`src/tscf_pkg.sv`:
```
// Purpose: Shared constants and types for the thermocouple status/config bank
// Assumes: 8-bit register port, temperatures are 16-bit two's complement
// Notes: Temperature LSB is 0.0625 degree
package tscf_pkg;
	localparam int unsigned REG_W = 8;
	localparam int unsigned TEMP_W = 16;
	localparam int unsigned FRAC_W = 8;
	localparam int unsigned ACC_W = TEMP_W + FRAC_W + 4;
	localparam int unsigned NUM_ALERT = 4;
	localparam logic [REG_W-1:0] STATUS_RESET = 8'h00;
	localparam logic [REG_W-1:0] CONFIG_RESET = 8'h00;
	localparam int unsigned STAT_BURST_BIT = 7;
	localparam int unsigned STAT_UPDATE_BIT = 6;
	localparam int unsigned STAT_RANGE_BIT = 4;
	localparam int unsigned STAT_ALERT_LSB = 0;
	localparam int unsigned CFG_TYPE_LSB = 4;
	localparam int unsigned CFG_TYPE_MSB = 6;
	localparam int unsigned CFG_COEF_LSB = 0;
	localparam int unsigned CFG_COEF_MSB = 2;
	localparam logic [REG_W-1:0] CONFIG_WR_MASK = 8'h77;
	localparam logic [2:0] COEF_OFF = 3'h0;

	typedef enum logic [2:0] {
		TSCF_TC_K = 3'b000,
		TSCF_TC_J = 3'b001,
		TSCF_TC_T = 3'b010,
		TSCF_TC_N = 3'b011,
		TSCF_TC_S = 3'b100,
		TSCF_TC_E = 3'b101,
		TSCF_TC_B = 3'b110,
		TSCF_TC_R = 3'b111
	} tscf_tc_type_t;

	typedef enum logic [1:0] {
		TSCF_F_EMPTY = 2'b00,
		TSCF_F_RUN = 2'b01,
		TSCF_F_CALC = 2'b10
	} tscf_fstate_t;
endpackage

```
`src/tscf_filt_if.sv`:
```
// Purpose: Link between register bank and smoothing filter
// Assumes: Single clock domain
// Notes: Carries sample, coefficient, restart and result
`timescale 1ns/1ps
interface tscf_filt_if;
	logic sample_valid;
	logic signed [15:0] sample;
	logic [2:0] coef;
	logic restart;
	logic out_valid;
	logic signed [15:0] result;
	modport bank (output sample_valid, sample, coef, restart,
		input out_valid, result);
	modport filt (input sample_valid, sample, coef, restart,
		output out_valid, result);
endinterface

```
`src/tscf_smooth.sv`:
```
// Purpose: First-order recursive exponential smoothing of hot-junction data
// Assumes: Samples arrive no faster than one every two cycles
// Notes: k = 2/(2^n+1) applied as Y += (X-Y)*2/(2^n+1)
`timescale 1ns/1ps
module tscf_smooth (
	input wire logic i_sys_clk,
	input wire logic i_reset,
	tscf_filt_if.filt f
);
	localparam int unsigned AW = tscf_pkg::ACC_W;
	localparam int unsigned FW = tscf_pkg::FRAC_W;

	tscf_pkg::tscf_fstate_t state_r;
	tscf_pkg::tscf_fstate_t state_nxt;
	logic signed [AW-1:0] acc_r;
	logic signed [AW-1:0] acc_nxt;
	logic signed [AW-1:0] x_ext;
	logic signed [AW-1:0] diff_r;
	logic signed [AW-1:0] diff_scaled;
	logic signed [AW-1:0] step;
	logic signed [AW-1:0] rounded;
	logic [AW-1:0] denom;
	logic valid_r;

	// Fraction bits keep resolution well below one 0.0625 degree LSB
	assign x_ext = AW'(f.sample) <<< FW;
	assign denom = (AW'(1) << f.coef) + AW'(1);
	assign diff_scaled = diff_r <<< 1;
	// Single-cycle divide: area traded for a fixed one-cycle latency
	assign step = diff_scaled / $signed(denom);
	assign rounded = acc_r + (AW'(1) <<< (FW - 1));

	always_comb begin
		state_nxt = state_r;
		acc_nxt = acc_r;
		case (state_r)
			tscf_pkg::TSCF_F_EMPTY: begin
				if (f.sample_valid) begin
					acc_nxt = x_ext;
					state_nxt = tscf_pkg::TSCF_F_RUN;
				end
			end
			tscf_pkg::TSCF_F_RUN: begin
				if (f.sample_valid) begin
					if (f.coef == tscf_pkg::COEF_OFF) begin
						acc_nxt = x_ext;
					end else begin
						state_nxt = tscf_pkg::TSCF_F_CALC;
					end
				end
			end
			tscf_pkg::TSCF_F_CALC: begin
				acc_nxt = acc_r + step;
				state_nxt = tscf_pkg::TSCF_F_RUN;
			end
			default: begin
				state_nxt = tscf_pkg::TSCF_F_EMPTY;
			end
		endcase
		if (f.restart) begin
			state_nxt = tscf_pkg::TSCF_F_EMPTY;
		end
	end

	always_ff @(posedge i_sys_clk) begin
		if (i_reset) begin
			state_r <= tscf_pkg::TSCF_F_EMPTY;
			acc_r <= '0;
			diff_r <= '0;
			valid_r <= 1'b0;
		end else begin
			state_r <= state_nxt;
			acc_r <= acc_nxt;
			diff_r <= x_ext - acc_r;
			valid_r <= (state_r != state_nxt || acc_r != acc_nxt)
				&& state_nxt == tscf_pkg::TSCF_F_RUN && !f.restart;
		end
	end

	assign f.out_valid = valid_r;
	assign f.result = rounded[FW +: tscf_pkg::TEMP_W];
endmodule

```
`src/tscf_bank.sv`:
```
// Purpose: Status and sensor configuration registers with hot-junction filter
// Assumes: Register port is a simple synchronous read/write strobe interface
// Notes: Conversion engine supplies raw samples, range and done events
`timescale 1ns/1ps
module tscf_bank (
	input wire logic i_sys_clk,
	input wire logic i_reset,
	input wire logic i_status_wr,
	input wire logic i_config_wr,
	input wire logic [7:0] i_wdata,
	output logic [7:0] o_status,
	output logic [7:0] o_config,
	input wire logic i_conv_done,
	input wire logic i_burst_done,
	input wire logic i_burst_enabled,
	input wire logic i_input_over_range,
	input wire logic signed [15:0] i_raw_hot,
	input wire logic signed [15:0] i_delta_in,
	input wire logic signed [15:0] i_cold_junction_temp,
	input wire logic [3:0] i_alert_use_cold,
	input wire logic signed [15:0] i_alert_limit_one,
	input wire logic signed [15:0] i_alert_limit_two,
	input wire logic signed [15:0] i_alert_limit_three,
	input wire logic signed [15:0] i_alert_limit_four,
	output logic [2:0] o_coef_set_sel,
	output logic signed [15:0] o_hot_junction_temp,
	output logic signed [15:0] o_delta_temp
);
	tscf_filt_if fl ();

	logic burst_flag_r;
	logic update_flag_r;
	logic range_r;
	logic [3:0] alert_r;
	logic [2:0] type_r;
	logic [2:0] coef_r;
	logic signed [15:0] hot_r;
	logic signed [15:0] delta_r;
	logic [7:0] cfg_wr_val;
	logic burst_clr;
	logic update_clr;
	logic conv_ok;
	logic [3:0] alert_nxt;
	logic signed [15:0] limit [4];
	tscf_pkg::tscf_tc_type_t tc_type;

	////////////////////////////////////////////////////////////////////////
	// Write decode
	// Writing 0 clears the burst or update flag; writing 1 has no effect
	assign burst_clr = i_status_wr && !i_wdata[tscf_pkg::STAT_BURST_BIT];
	assign update_clr = i_status_wr && !i_wdata[tscf_pkg::STAT_UPDATE_BIT];
	assign cfg_wr_val = i_wdata & tscf_pkg::CONFIG_WR_MASK;
	// Out-of-range samples never reach the filter or the registers
	assign conv_ok = i_conv_done && !i_input_over_range;

	assign tc_type = tscf_pkg::tscf_tc_type_t'(type_r);
	// Correction table lookup is indexed by the live type field
	assign o_coef_set_sel = tc_type;

	////////////////////////////////////////////////////////////////////////
	// Filter connection
	assign fl.sample_valid = conv_ok;
	assign fl.sample = i_raw_hot;
	assign fl.coef = coef_r;
	assign fl.restart = i_config_wr;

	tscf_smooth u_smooth (
		.i_sys_clk(i_sys_clk),
		.i_reset(i_reset),
		.f(fl)
	);

	////////////////////////////////////////////////////////////////////////
	// Alert comparisons
	assign limit[0] = i_alert_limit_one;
	assign limit[1] = i_alert_limit_two;
	assign limit[2] = i_alert_limit_three;
	assign limit[3] = i_alert_limit_four;

	genvar g;
	generate
		for (g = 0; g < tscf_pkg::NUM_ALERT; g++) begin : g_alert
			logic signed [15:0] src;
			assign src = i_alert_use_cold[g] ? i_cold_junction_temp : hot_r;
			assign alert_nxt[g] = src > limit[g];
		end
	endgenerate

	////////////////////////////////////////////////////////////////////////
	// Registers
	always_ff @(posedge i_sys_clk) begin
		if (i_reset) begin
			burst_flag_r <= tscf_pkg::STATUS_RESET[tscf_pkg::STAT_BURST_BIT];
			update_flag_r <= tscf_pkg::STATUS_RESET[tscf_pkg::STAT_UPDATE_BIT];
		end else begin
			// Set wins over a clear in the same cycle
			if (i_burst_enabled && i_burst_done) begin
				burst_flag_r <= 1'b1;
			end else if (burst_clr) begin
				burst_flag_r <= 1'b0;
			end
			if (conv_ok) begin
				update_flag_r <= 1'b1;
			end else if (update_clr) begin
				update_flag_r <= 1'b0;
			end
		end
	end

	always_ff @(posedge i_sys_clk) begin
		if (i_reset) begin
			range_r <= tscf_pkg::STATUS_RESET[tscf_pkg::STAT_RANGE_BIT];
			alert_r <= tscf_pkg::STATUS_RESET[tscf_pkg::STAT_ALERT_LSB +:
				tscf_pkg::NUM_ALERT];
		end else begin
			range_r <= i_input_over_range;
			alert_r <= alert_nxt;
		end
	end

	always_ff @(posedge i_sys_clk) begin
		if (i_reset) begin
			type_r <= tscf_pkg::CONFIG_RESET[tscf_pkg::CFG_TYPE_MSB:
				tscf_pkg::CFG_TYPE_LSB];
			coef_r <= tscf_pkg::CONFIG_RESET[tscf_pkg::CFG_COEF_MSB:
				tscf_pkg::CFG_COEF_LSB];
		end else if (i_config_wr) begin
			type_r <= cfg_wr_val[tscf_pkg::CFG_TYPE_MSB:
				tscf_pkg::CFG_TYPE_LSB];
			coef_r <= cfg_wr_val[tscf_pkg::CFG_COEF_MSB:
				tscf_pkg::CFG_COEF_LSB];
		end
	end

	always_ff @(posedge i_sys_clk) begin
		if (i_reset) begin
			hot_r <= '0;
			delta_r <= '0;
		end else begin
			if (fl.out_valid) begin
				hot_r <= fl.result;
			end
			if (conv_ok) begin
				delta_r <= i_delta_in;
			end
		end
	end

	////////////////////////////////////////////////////////////////////////
	// Read views; unimplemented bits read zero
	always_comb begin
		o_status = '0;
		o_status[tscf_pkg::STAT_BURST_BIT] = burst_flag_r;
		o_status[tscf_pkg::STAT_UPDATE_BIT] = update_flag_r;
		o_status[tscf_pkg::STAT_RANGE_BIT] = range_r;
		o_status[tscf_pkg::STAT_ALERT_LSB +: tscf_pkg::NUM_ALERT] = alert_r;
		o_config = '0;
		o_config[tscf_pkg::CFG_TYPE_MSB:tscf_pkg::CFG_TYPE_LSB] = type_r;
		o_config[tscf_pkg::CFG_COEF_MSB:tscf_pkg::CFG_COEF_LSB] = coef_r;
	end

	assign o_hot_junction_temp = hot_r;
	assign o_delta_temp = delta_r;
endmodule

```
`config.mk`:
```
export PLATFORM = sky130hd
export DESIGN_NAME = tscf_bank
export DESIGN_NICKNAME = d
export VERILOG_FILES = /design/src/tscf_pkg.sv /design/src/tscf_filt_if.sv /design/src/tscf_smooth.sv /design/src/tscf_bank.sv
export SDC_FILE = /design/constraint.sdc
export NUM_CORES = 1
export LEC_CHECK = 0
export ABC_CLOCK_PERIOD_IN_PS = 187100
export BUFFER_PORTS_ARGS = -buffer_cell sky130_fd_sc_hd__buf_2
export CORE_MARGIN = 3
export CORE_UTILIZATION = 61
export CTS_BUF_LIST = sky130_fd_sc_hd__clkbuf_8
export CTS_CLUSTER_SIZE = 16
export DETAILED_ROUTE_END_ITERATION = 7
export PLACE_DENSITY = 0.88
export SLEW_MARGIN = 40
export SYNTH_ARGS = -nofsm -noshare
export SYNTH_HDL_FRONTEND = slang
export SYNTH_HIERARCHICAL = 1
export SYNTH_SLANG_ARGS = --single-unit
export TNS_END_PERCENT = 50
```
`constraint.sdc`:
```
create_clock -name i_sys_clk -period 187.1 [get_ports i_sys_clk]
set_input_delay 0 -clock i_sys_clk [delete_from_list [all_inputs] [get_ports i_sys_clk]]
set_output_delay 0 -clock i_sys_clk [all_outputs]
set_load 0.01 [all_outputs]
```
==> impl_summary.md <==
Run status
The flow ran to the end, and the final reports show no timing, DRC or antenna violations.

Routing
The count of routing violations after the opening detailed-route iteration is 2245. The number of DRC violations after detailed routing is 0. The routed via count divided by cell count is 6.58. For this block, the via count after detailed routing is 27100.

The detailed-router iteration count before antenna repair is 6. The number of antenna-violating nets in the routed design is 0. The wire length per cell is 18.1 um. The final layout contains routed wiring with a total length of 74400 um.

Clock tree
TritonCTS built the clock tree. The post-cts gate resize count is 0. The clock net in this run drives a total of 103 sinks.

The tree is rooted in a sky130_fd_sc_hd__clkbuf_8. The clock reaches the later pin of the worst-skew pair after 0.39 ns. TritonCTS created 9 clock buffers. The clock passes through at most 2 buffers. The number of H-tree branching levels is 3. The clock input transition at the sequential cells of the worst setup and hold paths is 0.11 ns.

Die
The number of placement rows is 73. The horizontal die dimension is 208 um. For this configuration, the core starts out at a cell density of 0.624. The area of the die is 0.0435 sq mm. 183 I/O pins were placed.

The area of the placeable core is 0.0401 sq mm. The die is 208 um tall.

Min path
The worst-case hold path end point is update_flag_r. The cell count of the worst hold path is 4. The tightest min-delay check is of the in -> reg type. In this run the most critical hold path is launched from i_status_wr.

Critical path
The critical path contains buffers and inverters numbering 19 combined. STA classifies the critical path startpoint as a flop. The cell that appears most often on the critical path is sky130_fd_sc_hd__o21a_1. By startpoint and endpoint, the worst setup path is classified as reg -> reg. In this design, the stage delay of the slowest critical-path cell is 0.72 ns. The slowest stage of the critical path belongs to the cell sky130_fd_sc_hd__or3_1. The endpoint identified for the worst register-to-register timing path is u_smooth/f.out_valid.

The worst setup path is captured at a flop. The highest fanout seen on the critical path is 32. The startpoint of the worst-slack reg-to-reg timing path is coef_r[0]. Data arrives at the worst endpoint at 91.97 ns. The required time of the worst setup path is 187.39 ns. Setup slack on the worst reg-to-reg path comes out at 95.42 ns. Among cell families on the critical path, the largest total delay comes from compound AO/OA/AOI/OAI gates. The worst-case reg-to-reg path depth is 382.

STA
The actual transition at the worst max-transition pin is 0.815 ns. The final-report hold violation count came to 0. Setup violations remaining at the end of the flow were counted as 0. Derived from the worst setup path, the maximum achievable clock frequency is 0.0109 GHz. Setup repair after global routing left no endpoint under its margin. The max-slew violation count came to 0. Adding up every negative setup slack in the final design gives 0 ns.

The final period demand of the worst path is 91.68 ns. The worst slew slack as a fraction of its limit is 0.452. Of the available clock period, the critical path in the final layout requires 0.490. The maximum clock skew at final layout is 0.0163 ns.

Place
The quantity of I/O buffers inserted on ports is 178. The routability-driven placement congestion ratio is 0.949. Detailed placement ended at an HPWL of 57900 um.

Logic synthesis
Among all flip-flop cells after synthesis, the most frequent one is sky130_fd_sc_hd__dfxtp_1. The sequential cell area fraction in the yosys report is 0.0825. The synthesized cell area is 0.0250 sq mm. Yosys attributes the largest share of cell area to sky130_fd_sc_hd__ha_1 16%, sky130_fd_sc_hd__dfxtp_1 8.2%, sky130_fd_sc_hd__xnor2_1 5.8%. The synthesized design spends more area on one cell type than any other, namely sky130_fd_sc_hd__ha_1.

The number of enable flip-flop cells after synthesis is 0. The count of mapped cells out of synthesis is 3421. Yosys printed 6 warnings. The post-synthesis average cell area is 7.31 sq um. The share of synthesized area in the top cell type comes to 0.165.

The flip-flop and latch count after synthesis is 103. The netlist uses 131 different library cells. After synthesis, the share of flip-flops with an asynchronous set or reset is 0.

Global route
The first-pass GRT wire length is 122000 um. The pin count of the biggest net entering global routing is 81. Across every metal layer, demand over resource in global routing totals 0.324.

The residual overflow from global routing is 0. The via count of the first global-routing pass is 25500. The number of antenna violations at the first check in global routing came to 2.

Final layout
The layout cell share with drive strength beyond 1 is 0.121. The total of fill cells in the finished design is 3305. The layout-stage area growth over the synthesis result is 7.83%. The library cell used most frequently in the layout, excluding fill and tap cells, is sky130_fd_sc_hd__ha_1. The final layout contains 4042 nets. In the layout the commonest cells are 329 x sky130_fd_sc_hd__ha_1, 301 x sky130_fd_sc_hd__nor2_1, 301 x sky130_fd_sc_hd__nand2_1, 249 x sky130_fd_sc_hd__a21oi_1, 182 x sky130_fd_sc_hd__nor3_1.

Run
The max capacitance violation total is 0.
-- worst register-to-register path: cells and delay by family (launching register included) --
family / cells / cell delay (ns)
AOI/OAI and AO/OA: 229 / 51.16
muxes: 8 / 2.27
xor gates and xnor gates: 1 / 0.16
adders and majority gates: 30 / 9.09
buffers and inverters: 19 / 2.23
DFF: 1 / 0.59
and+or+nand+nor: 95 / 26.07
-- cells in the mapped netlist (12+ instances only) --
cell type                    n
sky130_fd_sc_hd__o31ai_1    79
sky130_fd_sc_hd__a21oi_1   249
sky130_fd_sc_hd__o22ai_1    18
sky130_fd_sc_hd__a221oi_1   14
sky130_fd_sc_hd__nand2b_1   31
sky130_fd_sc_hd__buf_4      12
sky130_fd_sc_hd__a221o_1    25
sky130_fd_sc_hd__o21bai_1   46
sky130_fd_sc_hd__a31oi_1    16
sky130_fd_sc_hd__a211oi_1   46
sky130_fd_sc_hd__nor2_1    301
sky130_fd_sc_hd__nand3_1    64
sky130_fd_sc_hd__buf_2      30
sky130_fd_sc_hd__clkbuf_1   66
sky130_fd_sc_hd__nand2_1   301
sky130_fd_sc_hd__xor2_1     56
sky130_fd_sc_hd__mux2_2     87
sky130_fd_sc_hd__ha_1      329
sky130_fd_sc_hd__o21a_1    135
sky130_fd_sc_hd__mux2i_1    63
sky130_fd_sc_hd__nand4_1    41
sky130_fd_sc_hd__xnor2_1   167
sky130_fd_sc_hd__and3_1     27
sky130_fd_sc_hd__inv_1     167
sky130_fd_sc_hd__o21ai_1    25
sky130_fd_sc_hd__nor4_1     25
sky130_fd_sc_hd__nor2b_1    31
sky130_fd_sc_hd__a21o_1     75
sky130_fd_sc_hd__and4_1     12
sky130_fd_sc_hd__o211ai_1   34
sky130_fd_sc_hd__or3_1      36
sky130_fd_sc_hd__nor3_1    183
sky130_fd_sc_hd__o21ai_0   137
sky130_fd_sc_hd__or4_1      16
sky130_fd_sc_hd__and2_1     28
sky130_fd_sc_hd__a211o_1    12
sky130_fd_sc_hd__dfxtp_1   103
sky130_fd_sc_hd__or2_2      34
-- state kept, by name, indices dropped and copies added (netlist names), 2 cells and up --
name	flops
u_smooth/diff_r	27
o_coef_set_sel	3
o_delta_temp	16
alert_r	4
coef_r	3
u_smooth/state_r	2
o_hot_junction_temp	16
u_smooth/acc_r	28
-- per-layer routing --
| layer | wire [um] | share of wire | vias up | track usage |
|---|---|---|---|---|
| met5 | 0 | 0 | - | 0 |
| met4 | 3360 | 0.045 | 0 | 0.141 |
| met3 | 5240 | 0.070 | 205 | 0.0431 |
| met2 | 34300 | 0.46 | 1077 | 0.561 |
| met1 | 31500 | 0.42 | 12600 | 0.402 |
| li1 | - | - | 13200 | - |
-- final cells by class --
| class | count | area [sq um] | area share |
|---|---|---|---|
| multi-input combinational | 3049 | 21900 | 0.812 |
| sequential | 103 | 2060 | 0.0766 |
| timing repair buffer | 245 | 1520 | 0.0563 |
| tap | 525 | 657 | 0.0244 |
| inverter | 172 | 651 | 0.0241 |
| clock buffer | 10 | 138 | 0.00510 |
| clock inverter | 6 | 43.8 | 0.00162 |
| antenna | 2 | 5.00 | 0.000186 |
-- kinds of logic (layout without fill, tap and decap cells) --
group,count (synthesis),in the layout,share of synthesized area
flops,103,103,0.0825
buf+inv,290,433,0.0474
xor+xnor,224,224,0.0788
mux,157,157,0.0688
compound gates,1099,1099,0.309
other cells,2,25,0.000300
simple gates,1215,1215,0.247
fa+ha+maj,331,331,0.166
-- what timing repair did --
| item | 4_1_cts | 5_1_grt |
|---|---|---|
| hold buffers | 44 | 0 |
| setup buffers | 0 | 0 |
| hold endpoints to repair | 25 | 0 |
| endpoints found under the setup margin | 0 | 0 |
-- how the worst max path moves through the flow --
stage	from	to	slack (ns)	depth (start not counted)
after floorplan	coef_r[2]	u_smooth/f.out_valid	108.67	402
after global placement	coef_r[0]	u_smooth/f.out_valid	98.09	379
after detailed placement	coef_r[0]	u_smooth/f.out_valid	97.02	382
after CTS	coef_r[0]	u_smooth/f.out_valid	96.60	383
after global routing	coef_r[0]	u_smooth/f.out_valid	88.06	386
final	coef_r[0]	u_smooth/f.out_valid	95.42	382
-- through the flow --
step	hold slack, ns	setup WS, ns	std cells	area [sq um]	utilization
after detailed placement	0.243	97.02	4049	26300	0.656
after global routing	0.0652	88.06	4112	27000	0.672
final	0.0403	95.42	4112	27000	0.672
after floorplan	0.128	108.67	3442	25100	-
after global placement	0.237	98.09	4049	26300	0.655
after CTS	0.00364	96.60	4109	26900	0.671
Power is not shown: default switching activity piles up to over one toggle a cycle in this logic, so the estimate is an artifact.
